--- config.mk ---
export PLATFORM = sky130hd
export DESIGN_NAME = dlc_top
export DESIGN_NICKNAME = d
export VERILOG_FILES = /design/src/design/dlc_pkg.sv /design/src/design/dlc_top.sv
export SDC_FILE = /design/constraint.sdc
export NUM_CORES = 1
export LEC_CHECK = 0
export BUFFER_PORTS_ARGS = -buffer_cell sky130_fd_sc_hd__buf_4
export CAP_MARGIN = 10
export CELL_PAD_IN_SITES_DETAIL_PLACEMENT = 2
export CELL_PAD_IN_SITES_GLOBAL_PLACEMENT = 2
export CORE_ASPECT_RATIO = 0.5
export CORE_UTILIZATION = 37
export CTS_BUF_LIST = sky130_fd_sc_hd__clkbuf_8
export DETAILED_ROUTE_END_ITERATION = 6
export PLACE_DENSITY_LB_ADDON = 0.1
export SLEW_MARGIN = 0
export SYNTH_ARGS = -nofsm -noshare
export SYNTH_HDL_FRONTEND = slang
export SYNTH_SLANG_ARGS = --single-unit
--- constraint.sdc ---
create_clock -name CLK -period 4.6 [get_ports CLK]
set_clock_uncertainty 0.05 [all_clocks]
set_input_delay 0.92 -clock CLK [delete_from_list [all_inputs] [get_ports CLK]]
set_output_delay 0.92 -clock CLK [all_outputs]
set_load 0.05 [all_outputs]
--- src/design/dlc_pkg.sv ---
// Purpose: Constants and types for the deserializer lock and output state control block.
// Assumes: 10 MHz CLK; plain register port with 8-bit data and 8-bit byte address.
// Notes: All offsets, field positions, reset values and cycle counts live here.
package dlc_pkg;

	// Register byte addresses
	localparam logic [7:0] ADDR_CTRL = 8'h00;
	localparam logic [7:0] ADDR_STATUS = 8'h04;

	// Control register fields
	localparam int CTRL_OSC_EN_BIT = 0;
	localparam int CTRL_FREQ_LSB = 1;
	localparam int CTRL_IDLE_SEL_BIT = 3;
	localparam logic [7:0] CTRL_RESET = 8'h00;

	// Status register fields
	localparam int STAT_LOCK_BIT = 0;
	localparam int STAT_SLEEP_BIT = 1;
	localparam int STAT_SRC_OSC_BIT = 2;
	localparam int STAT_HOLD_BIT = 3;
	localparam int STAT_STATE_LSB = 4;

	// Link timing, in CLK cycles of consecutive embedded-clock presence or absence
	localparam logic [7:0] LOCK_CYCLES = 8'h10;
	localparam logic [7:0] LOSS_CYCLES = 8'h04;
	localparam logic [7:0] STOP_CYCLES = 8'h40;

	// Oscillator half periods in CLK cycles, one per frequency select code
	localparam logic [7:0] OSC_HALF_0 = 8'h02;
	localparam logic [7:0] OSC_HALF_1 = 8'h04;
	localparam logic [7:0] OSC_HALF_2 = 8'h08;
	localparam logic [7:0] OSC_HALF_3 = 8'h10;

	typedef enum logic [2:0] {
		ST_DOWN = 3'b000,
		ST_ACQ = 3'b001,
		ST_LOCK = 3'b010,
		ST_SLEEP = 3'b011,
		ST_AUTO_DOWN = 3'b100
	} dlc_state_e;

endpackage

--- src/design/dlc_top.sv ---
// Purpose: Lock status and parallel output state control of the deserializer.
// Assumes: All inputs except the async reset RSTN synchronous to CLK; embedded clock presence given per cycle by the link.
// Notes: Every output comes from a flip-flop, so outputs trail their causes by one cycle.
//
// Decided for this implementation: strobed register access and the register offsets.
`timescale 1ns/1ns
module dlc_top (
	input wire logic CLK, // 10 MHz clock
	input wire logic RSTN, // Async reset, active low
	input wire logic CE, // Clock enable, freezes state when low
	input wire logic POWER_DOWN_N_INPUT, // Low powers the block down
	input wire logic PARALLEL_OUTPUT_DRIVE_ENABLE, // High lets outputs drive
	input wire logic IDLE_OUTPUT_STATE_SELECT, // Pin default for idle state select
	input wire logic FALLBACK_OSCILLATOR_SELECT, // Pin default for oscillator enable
	input wire logic AUTO_DETECT_EN, // High: stream stop means power-down
	input wire logic EMBED_CLK_PRESENT, // Embedded clock bits seen this cycle
	input wire logic RECOV_CLK_LEVEL, // Level of recovered clock
	input wire logic [3:0] RECOV_DATA, // Recovered lane data
	input wire logic SELFTEST_RESULT_IN, // Self-test result from checker
	input wire logic [7:0] ADDR, // Register byte address
	input wire logic [7:0] WDATA, // Register write data
	input wire logic WR, // Write strobe
	input wire logic RD, // Read strobe
	output logic [7:0] RDATA, // Read data, cycle after RD
	output logic LOCK_FLAG, // High when locked
	output logic SLEEP_STATE, // High in stop-stream sleep
	output logic PARALLEL_CLOCK_OUT, // Parallel clock level
	output logic PARALLEL_CLOCK_OE, // Parallel clock drive enable
	output logic [3:0] PARALLEL_DATA_LANES, // Parallel data lanes
	output logic PARALLEL_DATA_OE, // Data lanes drive enable
	output logic SELFTEST_PASS_OUT, // Self-test result pin
	output logic SELFTEST_PASS_OE // Self-test pin drive enable
);

	////////////////////////////////////////////////////////////////////////////
	// Helpers

	// Saturating increment keeps the run counters from wrapping
	function automatic logic [7:0] sat_inc(input logic [7:0] v);
		sat_inc = (v == 8'hff) ? v : v + 8'h01;
	endfunction

	// Oscillator half period for a frequency select code
	function automatic logic [7:0] osc_half(input logic [1:0] sel);
		case (sel)
			2'h0: osc_half = dlc_pkg::OSC_HALF_0;
			2'h1: osc_half = dlc_pkg::OSC_HALF_1;
			2'h2: osc_half = dlc_pkg::OSC_HALF_2;
			default: osc_half = dlc_pkg::OSC_HALF_3;
		endcase
	endfunction

	////////////////////////////////////////////////////////////////////////////
	// Declarations

	dlc_pkg::dlc_state_e state_reg, state_next;
	logic [7:0] run_reg, run_next;
	logic [7:0] gap_reg, gap_next;
	logic [7:0] ctrl_reg, ctrl_next;
	logic [7:0] osc_cnt_reg, osc_cnt_next;
	logic osc_lvl_reg, osc_lvl_next;
	logic src_osc_reg;
	logic hold_reg, hold_next;
	logic [7:0] rdata_next;
	logic [7:0] status_word;
	logic pd_active, powered, is_lock, osc_en, idle_sel, parallel_output_drive_enable;
	logic src_osc, src_chg, new_lvl, clk_next, clk_oe_next;
	logic [3:0] data_next;
	logic data_oe_next, pass_next, pass_oe_next;
	logic osc_wrap;

	////////////////////////////////////////////////////////////////////////////
	// Lock state machine

	// Power-down pin or auto-detect stop both count as power-down
	assign pd_active = !POWER_DOWN_N_INPUT || (state_reg == dlc_pkg::ST_AUTO_DOWN);
	assign powered = POWER_DOWN_N_INPUT && (state_reg != dlc_pkg::ST_DOWN)
		&& (state_reg != dlc_pkg::ST_AUTO_DOWN);
	assign is_lock = (state_reg == dlc_pkg::ST_LOCK);

	// Consecutive presence and absence of embedded clock bits
	assign run_next = EMBED_CLK_PRESENT ? sat_inc(run_reg) : 8'h00;
	assign gap_next = EMBED_CLK_PRESENT ? 8'h00 : sat_inc(gap_reg);

	// Power-down wins over every link event
	always_comb begin
		state_next = state_reg;
		case (state_reg)
			dlc_pkg::ST_DOWN: begin
				state_next = dlc_pkg::ST_ACQ;
			end
			dlc_pkg::ST_ACQ: begin
				if (run_next >= dlc_pkg::LOCK_CYCLES) begin
					state_next = dlc_pkg::ST_LOCK;
				end else if (gap_next >= dlc_pkg::STOP_CYCLES) begin
					state_next = AUTO_DETECT_EN ? dlc_pkg::ST_AUTO_DOWN : dlc_pkg::ST_SLEEP;
				end
			end
			dlc_pkg::ST_LOCK: begin
				if (gap_next >= dlc_pkg::LOSS_CYCLES) begin
					state_next = dlc_pkg::ST_ACQ;
				end
			end
			dlc_pkg::ST_SLEEP: begin
				if (EMBED_CLK_PRESENT) begin
					state_next = dlc_pkg::ST_ACQ;
				end
			end
			dlc_pkg::ST_AUTO_DOWN: begin
				if (EMBED_CLK_PRESENT) begin
					state_next = dlc_pkg::ST_ACQ;
				end
			end
			default: begin
				state_next = dlc_pkg::ST_DOWN;
			end
		endcase
		if (!POWER_DOWN_N_INPUT) begin
			state_next = dlc_pkg::ST_DOWN;
		end
	end

	// State and run counters
	always_ff @(posedge CLK or negedge RSTN) begin
		if (!RSTN) begin
			state_reg <= dlc_pkg::ST_DOWN;
			run_reg <= 8'h00;
			gap_reg <= 8'h00;
		end else if (CE) begin
			state_reg <= state_next;
			run_reg <= run_next;
			gap_reg <= gap_next;
		end
	end

	////////////////////////////////////////////////////////////////////////////
	// Control register

	assign osc_en = ctrl_reg[dlc_pkg::CTRL_OSC_EN_BIT];
	assign idle_sel = ctrl_reg[dlc_pkg::CTRL_IDLE_SEL_BIT];
	assign parallel_output_drive_enable = PARALLEL_OUTPUT_DRIVE_ENABLE;

	// Pins load the defaults while powered down; software overrides afterwards.
	// Sleep keeps the register, since only power-down reloads it.
	always_comb begin
		ctrl_next = ctrl_reg;
		if (pd_active) begin
			ctrl_next = dlc_pkg::CTRL_RESET;
			ctrl_next[dlc_pkg::CTRL_OSC_EN_BIT] = FALLBACK_OSCILLATOR_SELECT;
			ctrl_next[dlc_pkg::CTRL_IDLE_SEL_BIT] = IDLE_OUTPUT_STATE_SELECT;
		end else if (WR && (ADDR == dlc_pkg::ADDR_CTRL)) begin
			ctrl_next = {4'h0, WDATA[3:0]};
		end
	end

	// Status word seen by software
	assign status_word = {1'b0, state_reg, hold_reg, src_osc_reg,
		(state_reg == dlc_pkg::ST_SLEEP), is_lock};

	// Read decode; unmapped addresses read zero
	assign rdata_next = !RD ? 8'h00 :
		(ADDR == dlc_pkg::ADDR_CTRL) ? ctrl_reg :
		(ADDR == dlc_pkg::ADDR_STATUS) ? status_word : 8'h00;

	// Register file and read port
	always_ff @(posedge CLK or negedge RSTN) begin
		if (!RSTN) begin
			ctrl_reg <= dlc_pkg::CTRL_RESET;
			RDATA <= 8'h00;
		end else if (CE) begin
			ctrl_reg <= ctrl_next;
			RDATA <= rdata_next;
		end
	end

	////////////////////////////////////////////////////////////////////////////
	// Fallback oscillator

	// Free-running divider; it runs whenever powered so the switch-over finds it going
	assign osc_wrap = (osc_cnt_reg >= osc_half(ctrl_reg[dlc_pkg::CTRL_FREQ_LSB +: 2]) - 8'h01);
	assign osc_cnt_next = (!powered || osc_wrap) ? 8'h00 : osc_cnt_reg + 8'h01;
	assign osc_lvl_next = !powered ? 1'b0 : (osc_wrap ? !osc_lvl_reg : osc_lvl_reg);

	always_ff @(posedge CLK or negedge RSTN) begin
		if (!RSTN) begin
			osc_cnt_reg <= 8'h00;
			osc_lvl_reg <= 1'b0;
		end else if (CE) begin
			osc_cnt_reg <= osc_cnt_next;
			osc_lvl_reg <= osc_lvl_next;
		end
	end

	////////////////////////////////////////////////////////////////////////////
	// Parallel clock source and glitch-free switch-over

	// Oscillator serves only while unlocked and enabled
	assign src_osc = !is_lock && osc_en;
	assign src_chg = (src_osc != src_osc_reg);
	assign new_lvl = src_osc ? osc_lvl_reg : (is_lock ? RECOV_CLK_LEVEL : 1'b0);
	// Hold the present level until the new source comes round to it, so no runt pulse
	assign hold_next = (src_chg || hold_reg) && (new_lvl != PARALLEL_CLOCK_OUT);
	assign clk_next = hold_next ? PARALLEL_CLOCK_OUT : new_lvl;

	always_ff @(posedge CLK or negedge RSTN) begin
		if (!RSTN) begin
			src_osc_reg <= 1'b0;
			hold_reg <= 1'b0;
		end else if (CE) begin
			src_osc_reg <= src_osc;
			hold_reg <= hold_next;
		end
	end

	////////////////////////////////////////////////////////////////////////////
	// Output state table

	// Clock drives when locked, or unlocked with oscillator bit or idle select low
	assign clk_oe_next = powered && parallel_output_drive_enable && (is_lock || osc_en || !idle_sel);
	// Lanes drive recovered data when locked, or low when idle select is low
	assign data_oe_next = powered && parallel_output_drive_enable && (is_lock || !idle_sel);
	assign data_next = is_lock ? RECOV_DATA : 4'h0;
	// Self-test pin drives only when locked; forced high while outputs are disabled
	assign pass_oe_next = powered && is_lock;
	assign pass_next = parallel_output_drive_enable ? SELFTEST_RESULT_IN : 1'b1;

	// Output flip-flops
	always_ff @(posedge CLK or negedge RSTN) begin
		if (!RSTN) begin
			LOCK_FLAG <= 1'b0;
			SLEEP_STATE <= 1'b0;
			PARALLEL_CLOCK_OUT <= 1'b0;
			PARALLEL_CLOCK_OE <= 1'b0;
			PARALLEL_DATA_LANES <= 4'h0;
			PARALLEL_DATA_OE <= 1'b0;
			SELFTEST_PASS_OUT <= 1'b0;
			SELFTEST_PASS_OE <= 1'b0;
		end else if (CE) begin
			LOCK_FLAG <= is_lock;
			SLEEP_STATE <= (state_reg == dlc_pkg::ST_SLEEP);
			PARALLEL_CLOCK_OUT <= clk_next;
			PARALLEL_CLOCK_OE <= clk_oe_next;
			PARALLEL_DATA_LANES <= data_next;
			PARALLEL_DATA_OE <= data_oe_next;
			SELFTEST_PASS_OUT <= pass_next;
			SELFTEST_PASS_OE <= pass_oe_next;
		end
	end

endmodule

==> impl_summary.log <==
[metrics] result of the run: finished, final reports clean
[metrics] total cell area at the placement stage: 3240 µm²
[metrics] commonest cells after routing, fill and taps aside: sky130_fd_sc_hd__dfrtp_1, sky130_fd_sc_hd__buf_4, sky130_fd_sc_hd__nand2_1
[metrics] drt initial violations: between 100 and 150
[metrics] grt ovf: 0
[metrics] final-report max-slew violation count: 0
[metrics] fraction of layout cells with a size suffix above 1: 0.187
[metrics] nets in the synthesized netlist: about 360
[metrics] power per standard cell area: 301 nW/µm²
[metrics] later-pin clock latency in the skew report: just over 0.3 ns
[metrics] IR drop worst, VDD: around 0.00014 V
[metrics] WHS: between 0.4 and 0.5 ns
[metrics] number of top-level pins: 52
[metrics] final cell count without fillers: approximately 460
[metrics] width of the die: around 130 µm
[metrics] initial core utilization: 0.386
[metrics] cts-stage hold buffer count: 0
[metrics] count of flip-flops with a built-in enable after synthesis: 0
[metrics] data arrival time of the critical path: approximately 2.9 ns
[metrics] worst hold path cell count: 2
[metrics] overall global routing resource usage: 0.228
[metrics] total setup buffers inserted after CTS: 0
[metrics] placement row count: 22
[metrics] Critical-path top delay cell: sky130_fd_sc_hd__o41ai_1
[metrics] transition time of the tightest slew-check pin: approximately 1.2 ns
[metrics] Netlist cell types: 47
[metrics] post-synthesis sequential area ratio: 0.457
[metrics] CP bufs+invs: 0
[metrics] Hold Crit Endpoint: ctrl_reg[3]
[metrics] final hold violation count: 0
[metrics] number of global-route vias before repair: approximately 2900
[metrics] CP Capture Type: flip-flop
[metrics] placed instance count: roughly 450
[metrics] port bufs: 46
[metrics] Max-Slew Margin vs Limit: 0.199
[metrics] final std cell area, no fill: around 3300 µm²
[metrics] clock tree from TritonCTS: yes
[metrics] routed len/inst: about 18 µm
[metrics] Pleak: about 1.6 nW
[metrics] cell area after technology mapping: ~2800 µm²
[metrics] total detailed-routing wirelength: about 8300 µm
[metrics] RR Endpoint: state_reg[0]
[metrics] final number of setup-violating endpoints: 0
[metrics] worst-case reg-to-reg path depth: 7
[metrics] Max Cap Viol: 0
[metrics] maximum fanout along the worst path: 7
[metrics] maximum operating frequency: 364 MHz
[metrics] Final min period: 2.74 ns
[metrics] Via density: about 5.6
[metrics] start point of the worst min-delay path: ctrl_reg[3]
[metrics] post-placement setup slack: about 1.9 ns
[metrics] Worst EP required: 4.75 ns
[metrics] Final Util: 0.452
[metrics] dominant register cell in the synthesized netlist: sky130_fd_sc_hd__dfrtp_1
[metrics] pin count of the biggest net entering global routing: a little under 80
[metrics] type of the setup path with the least slack: reg -> reg
[metrics] count of inserted antenna diode cells: 0
[metrics] internal reg-to-reg setup slack: between 1.5 and 2 ns
[metrics] antenna violations before repair: 0
[metrics] Worst Slack Setup Final: roughly 1.9 ns
[metrics] number of CTS-inserted buffers: 5
[metrics] wire length of the first global-routing pass: ~14000 µm
[metrics] clock transition at the registers of the reported paths: ~0.1 ns
[metrics] Antenna Violating Nets Remaining: 0
[metrics] cell type group with the largest total delay on the critical path: compound AO/OA/AOI/OAI gates
[metrics] Power Total: 1.00 mW
[metrics] worst-path cell chain: ha_1, and4_1, a21oi_1, o41ai_1, o211ai_1, nand2_1, mux2_1
[metrics] detailed-placement wirelength estimate: roughly 5800 µm
[metrics] yosys warns: 0
[metrics] final critical-path share of the clock period: 0.597
[metrics] height of the die: 64.0 µm
[metrics] area growth from synthesis to layout: 17.1%
[metrics] DR vias: about 2600
[metrics] Net count, final: ~400
[metrics] async set-reset flop share out of synthesis: 1.00
[metrics] cts repair resizes: 0
[metrics] reg-to-reg startpoint: run_reg[0]
[metrics] number of clock sinks seen by CTS: 52
[metrics] buffer levels on the longest clock path: 2
[metrics] post-synthesis average cell area: about 9 µm²
[metrics] die outline area: 8070 µm²
[metrics] DR DRC count: 0
[metrics] post-synthesis sequential element count: between 50 and 60
[metrics] Floorplan Core Area: 7380 µm²
[metrics] class of the tightest hold or removal check: reg -> reg
[metrics] unrepaired setup endpoints after global routing: false
[metrics] TritonRoute pass-1 iters: 4
[metrics] Levels on crit path: 7
[metrics] Final Wtd Congestion: between 0.7 and 0.8
[metrics] CTS H-tree lvls: 2
[metrics] final-layout setup total negative slack: 0 ns
[metrics] delay of the slowest cell on the worst path: just under 0.8 ns
[metrics] leading cell type in the layout, fill and taps excluded: sky130_fd_sc_hd__dfrtp_1
[metrics] gate count after technology mapping: ~320
[metrics] Clock Tree Root: sky130_fd_sc_hd__clkbuf_8
[metrics] sort of element at the start of the critical path: flip-flop
==> worst max-delay path by stage <==
| stage | startpoint | slack [ns] | endpoint |
|---|---|---|---|
| floorplan | gap_reg[0] | 2.37 | state_reg[0] |
| global placement | run_reg[0] | 2.05 | state_reg[0] |
| detailed placement | run_reg[0] | 1.88 | state_reg[0] |
| CTS | run_reg[0] | 1.85 | state_reg[0] |
| global route | run_reg[0] | 1.67 | state_reg[0] |
| finish | run_reg[0] | 1.86 | state_reg[0] |
==> Yosys cell counts (all sizes together) (7+ instances only) <==
| cell type | n | area share |
|---|---|---|
| o22ai | 7 | 0.018 |
| buf | 7 | 0.011 |
| dfrtp | 52 | 0.46 |
| mux2i | 7 | 0.025 |
| mux2 | 7 | 0.029 |
| nand4 | 7 | 0.015 |
| clkbuf | 11 | 0.015 |
| o21ai | 31 | 0.055 |
| nand3 | 19 | 0.033 |
| inv | 29 | 0.038 |
| nand2 | 39 | 0.051 |
| and3 | 7 | 0.018 |
| a21oi | 22 | 0.039 |
| nor2 | 19 | 0.025 |
==> per-layer routing <==
| layer | track usage | share of wire | vias up |
|---|---|---|---|
| li1 | - | - | 1204 |
| met1 | 0.272 | 0.45 | 1315 |
| met2 | 0.421 | 0.51 | 32 |
| met3 | 0.0461 | 0.025 | 8 |
| met4 | 0.0602 | 0.0099 | 0 |
| met5 | 0 | 0 | - |
==> logic make-up (layout without fill, tap and decap cells) <==
| logic type | after synthesis | count (layout) | synth area share |
|---|---|---|---|
| xor gates and xnor gates | 5 | 5 | 0.0154 |
| muxes | 14 | 14 | 0.0536 |
| other | 1 | 1 | 0.00132 |
| buffers and inverters | 47 | 82 | 0.0642 |
| adders and majority gates | 6 | 6 | 0.0264 |
| and+or+nand+nor | 113 | 113 | 0.197 |
| DFF | 52 | 52 | 0.457 |
| AOI/OAI and AO/OA | 86 | 86 | 0.185 |
==> worst min-delay path, stage by stage, from the launching register on <==
cell                      delay (ns)
sky130_fd_sc_hd__dfrtp_1        0.37
sky130_fd_sc_hd__nand2_1        0.05
sky130_fd_sc_hd__o21ai_0        0.06
==> area by class of cell <==
cell class	count	area [µm²]
fill	819	4040
multi-input combinational	225	1360
sequential	52	1300
timing repair buffer	46	345
tap	96	120
inverter	29	109
clock buffer	7	96.3
==> power breakdown <==
group / leakage, nW / switching, mW / total (mW) / internal (mW)
registers: 0.706 / 0.0402 / 0.527 / 0.486
logic: 0.809 / 0.110 / 0.184 / 0.0734
clock network: 0.0503 / 0.158 / 0.293 / 0.135
Power figures use the tool's default switching activity.
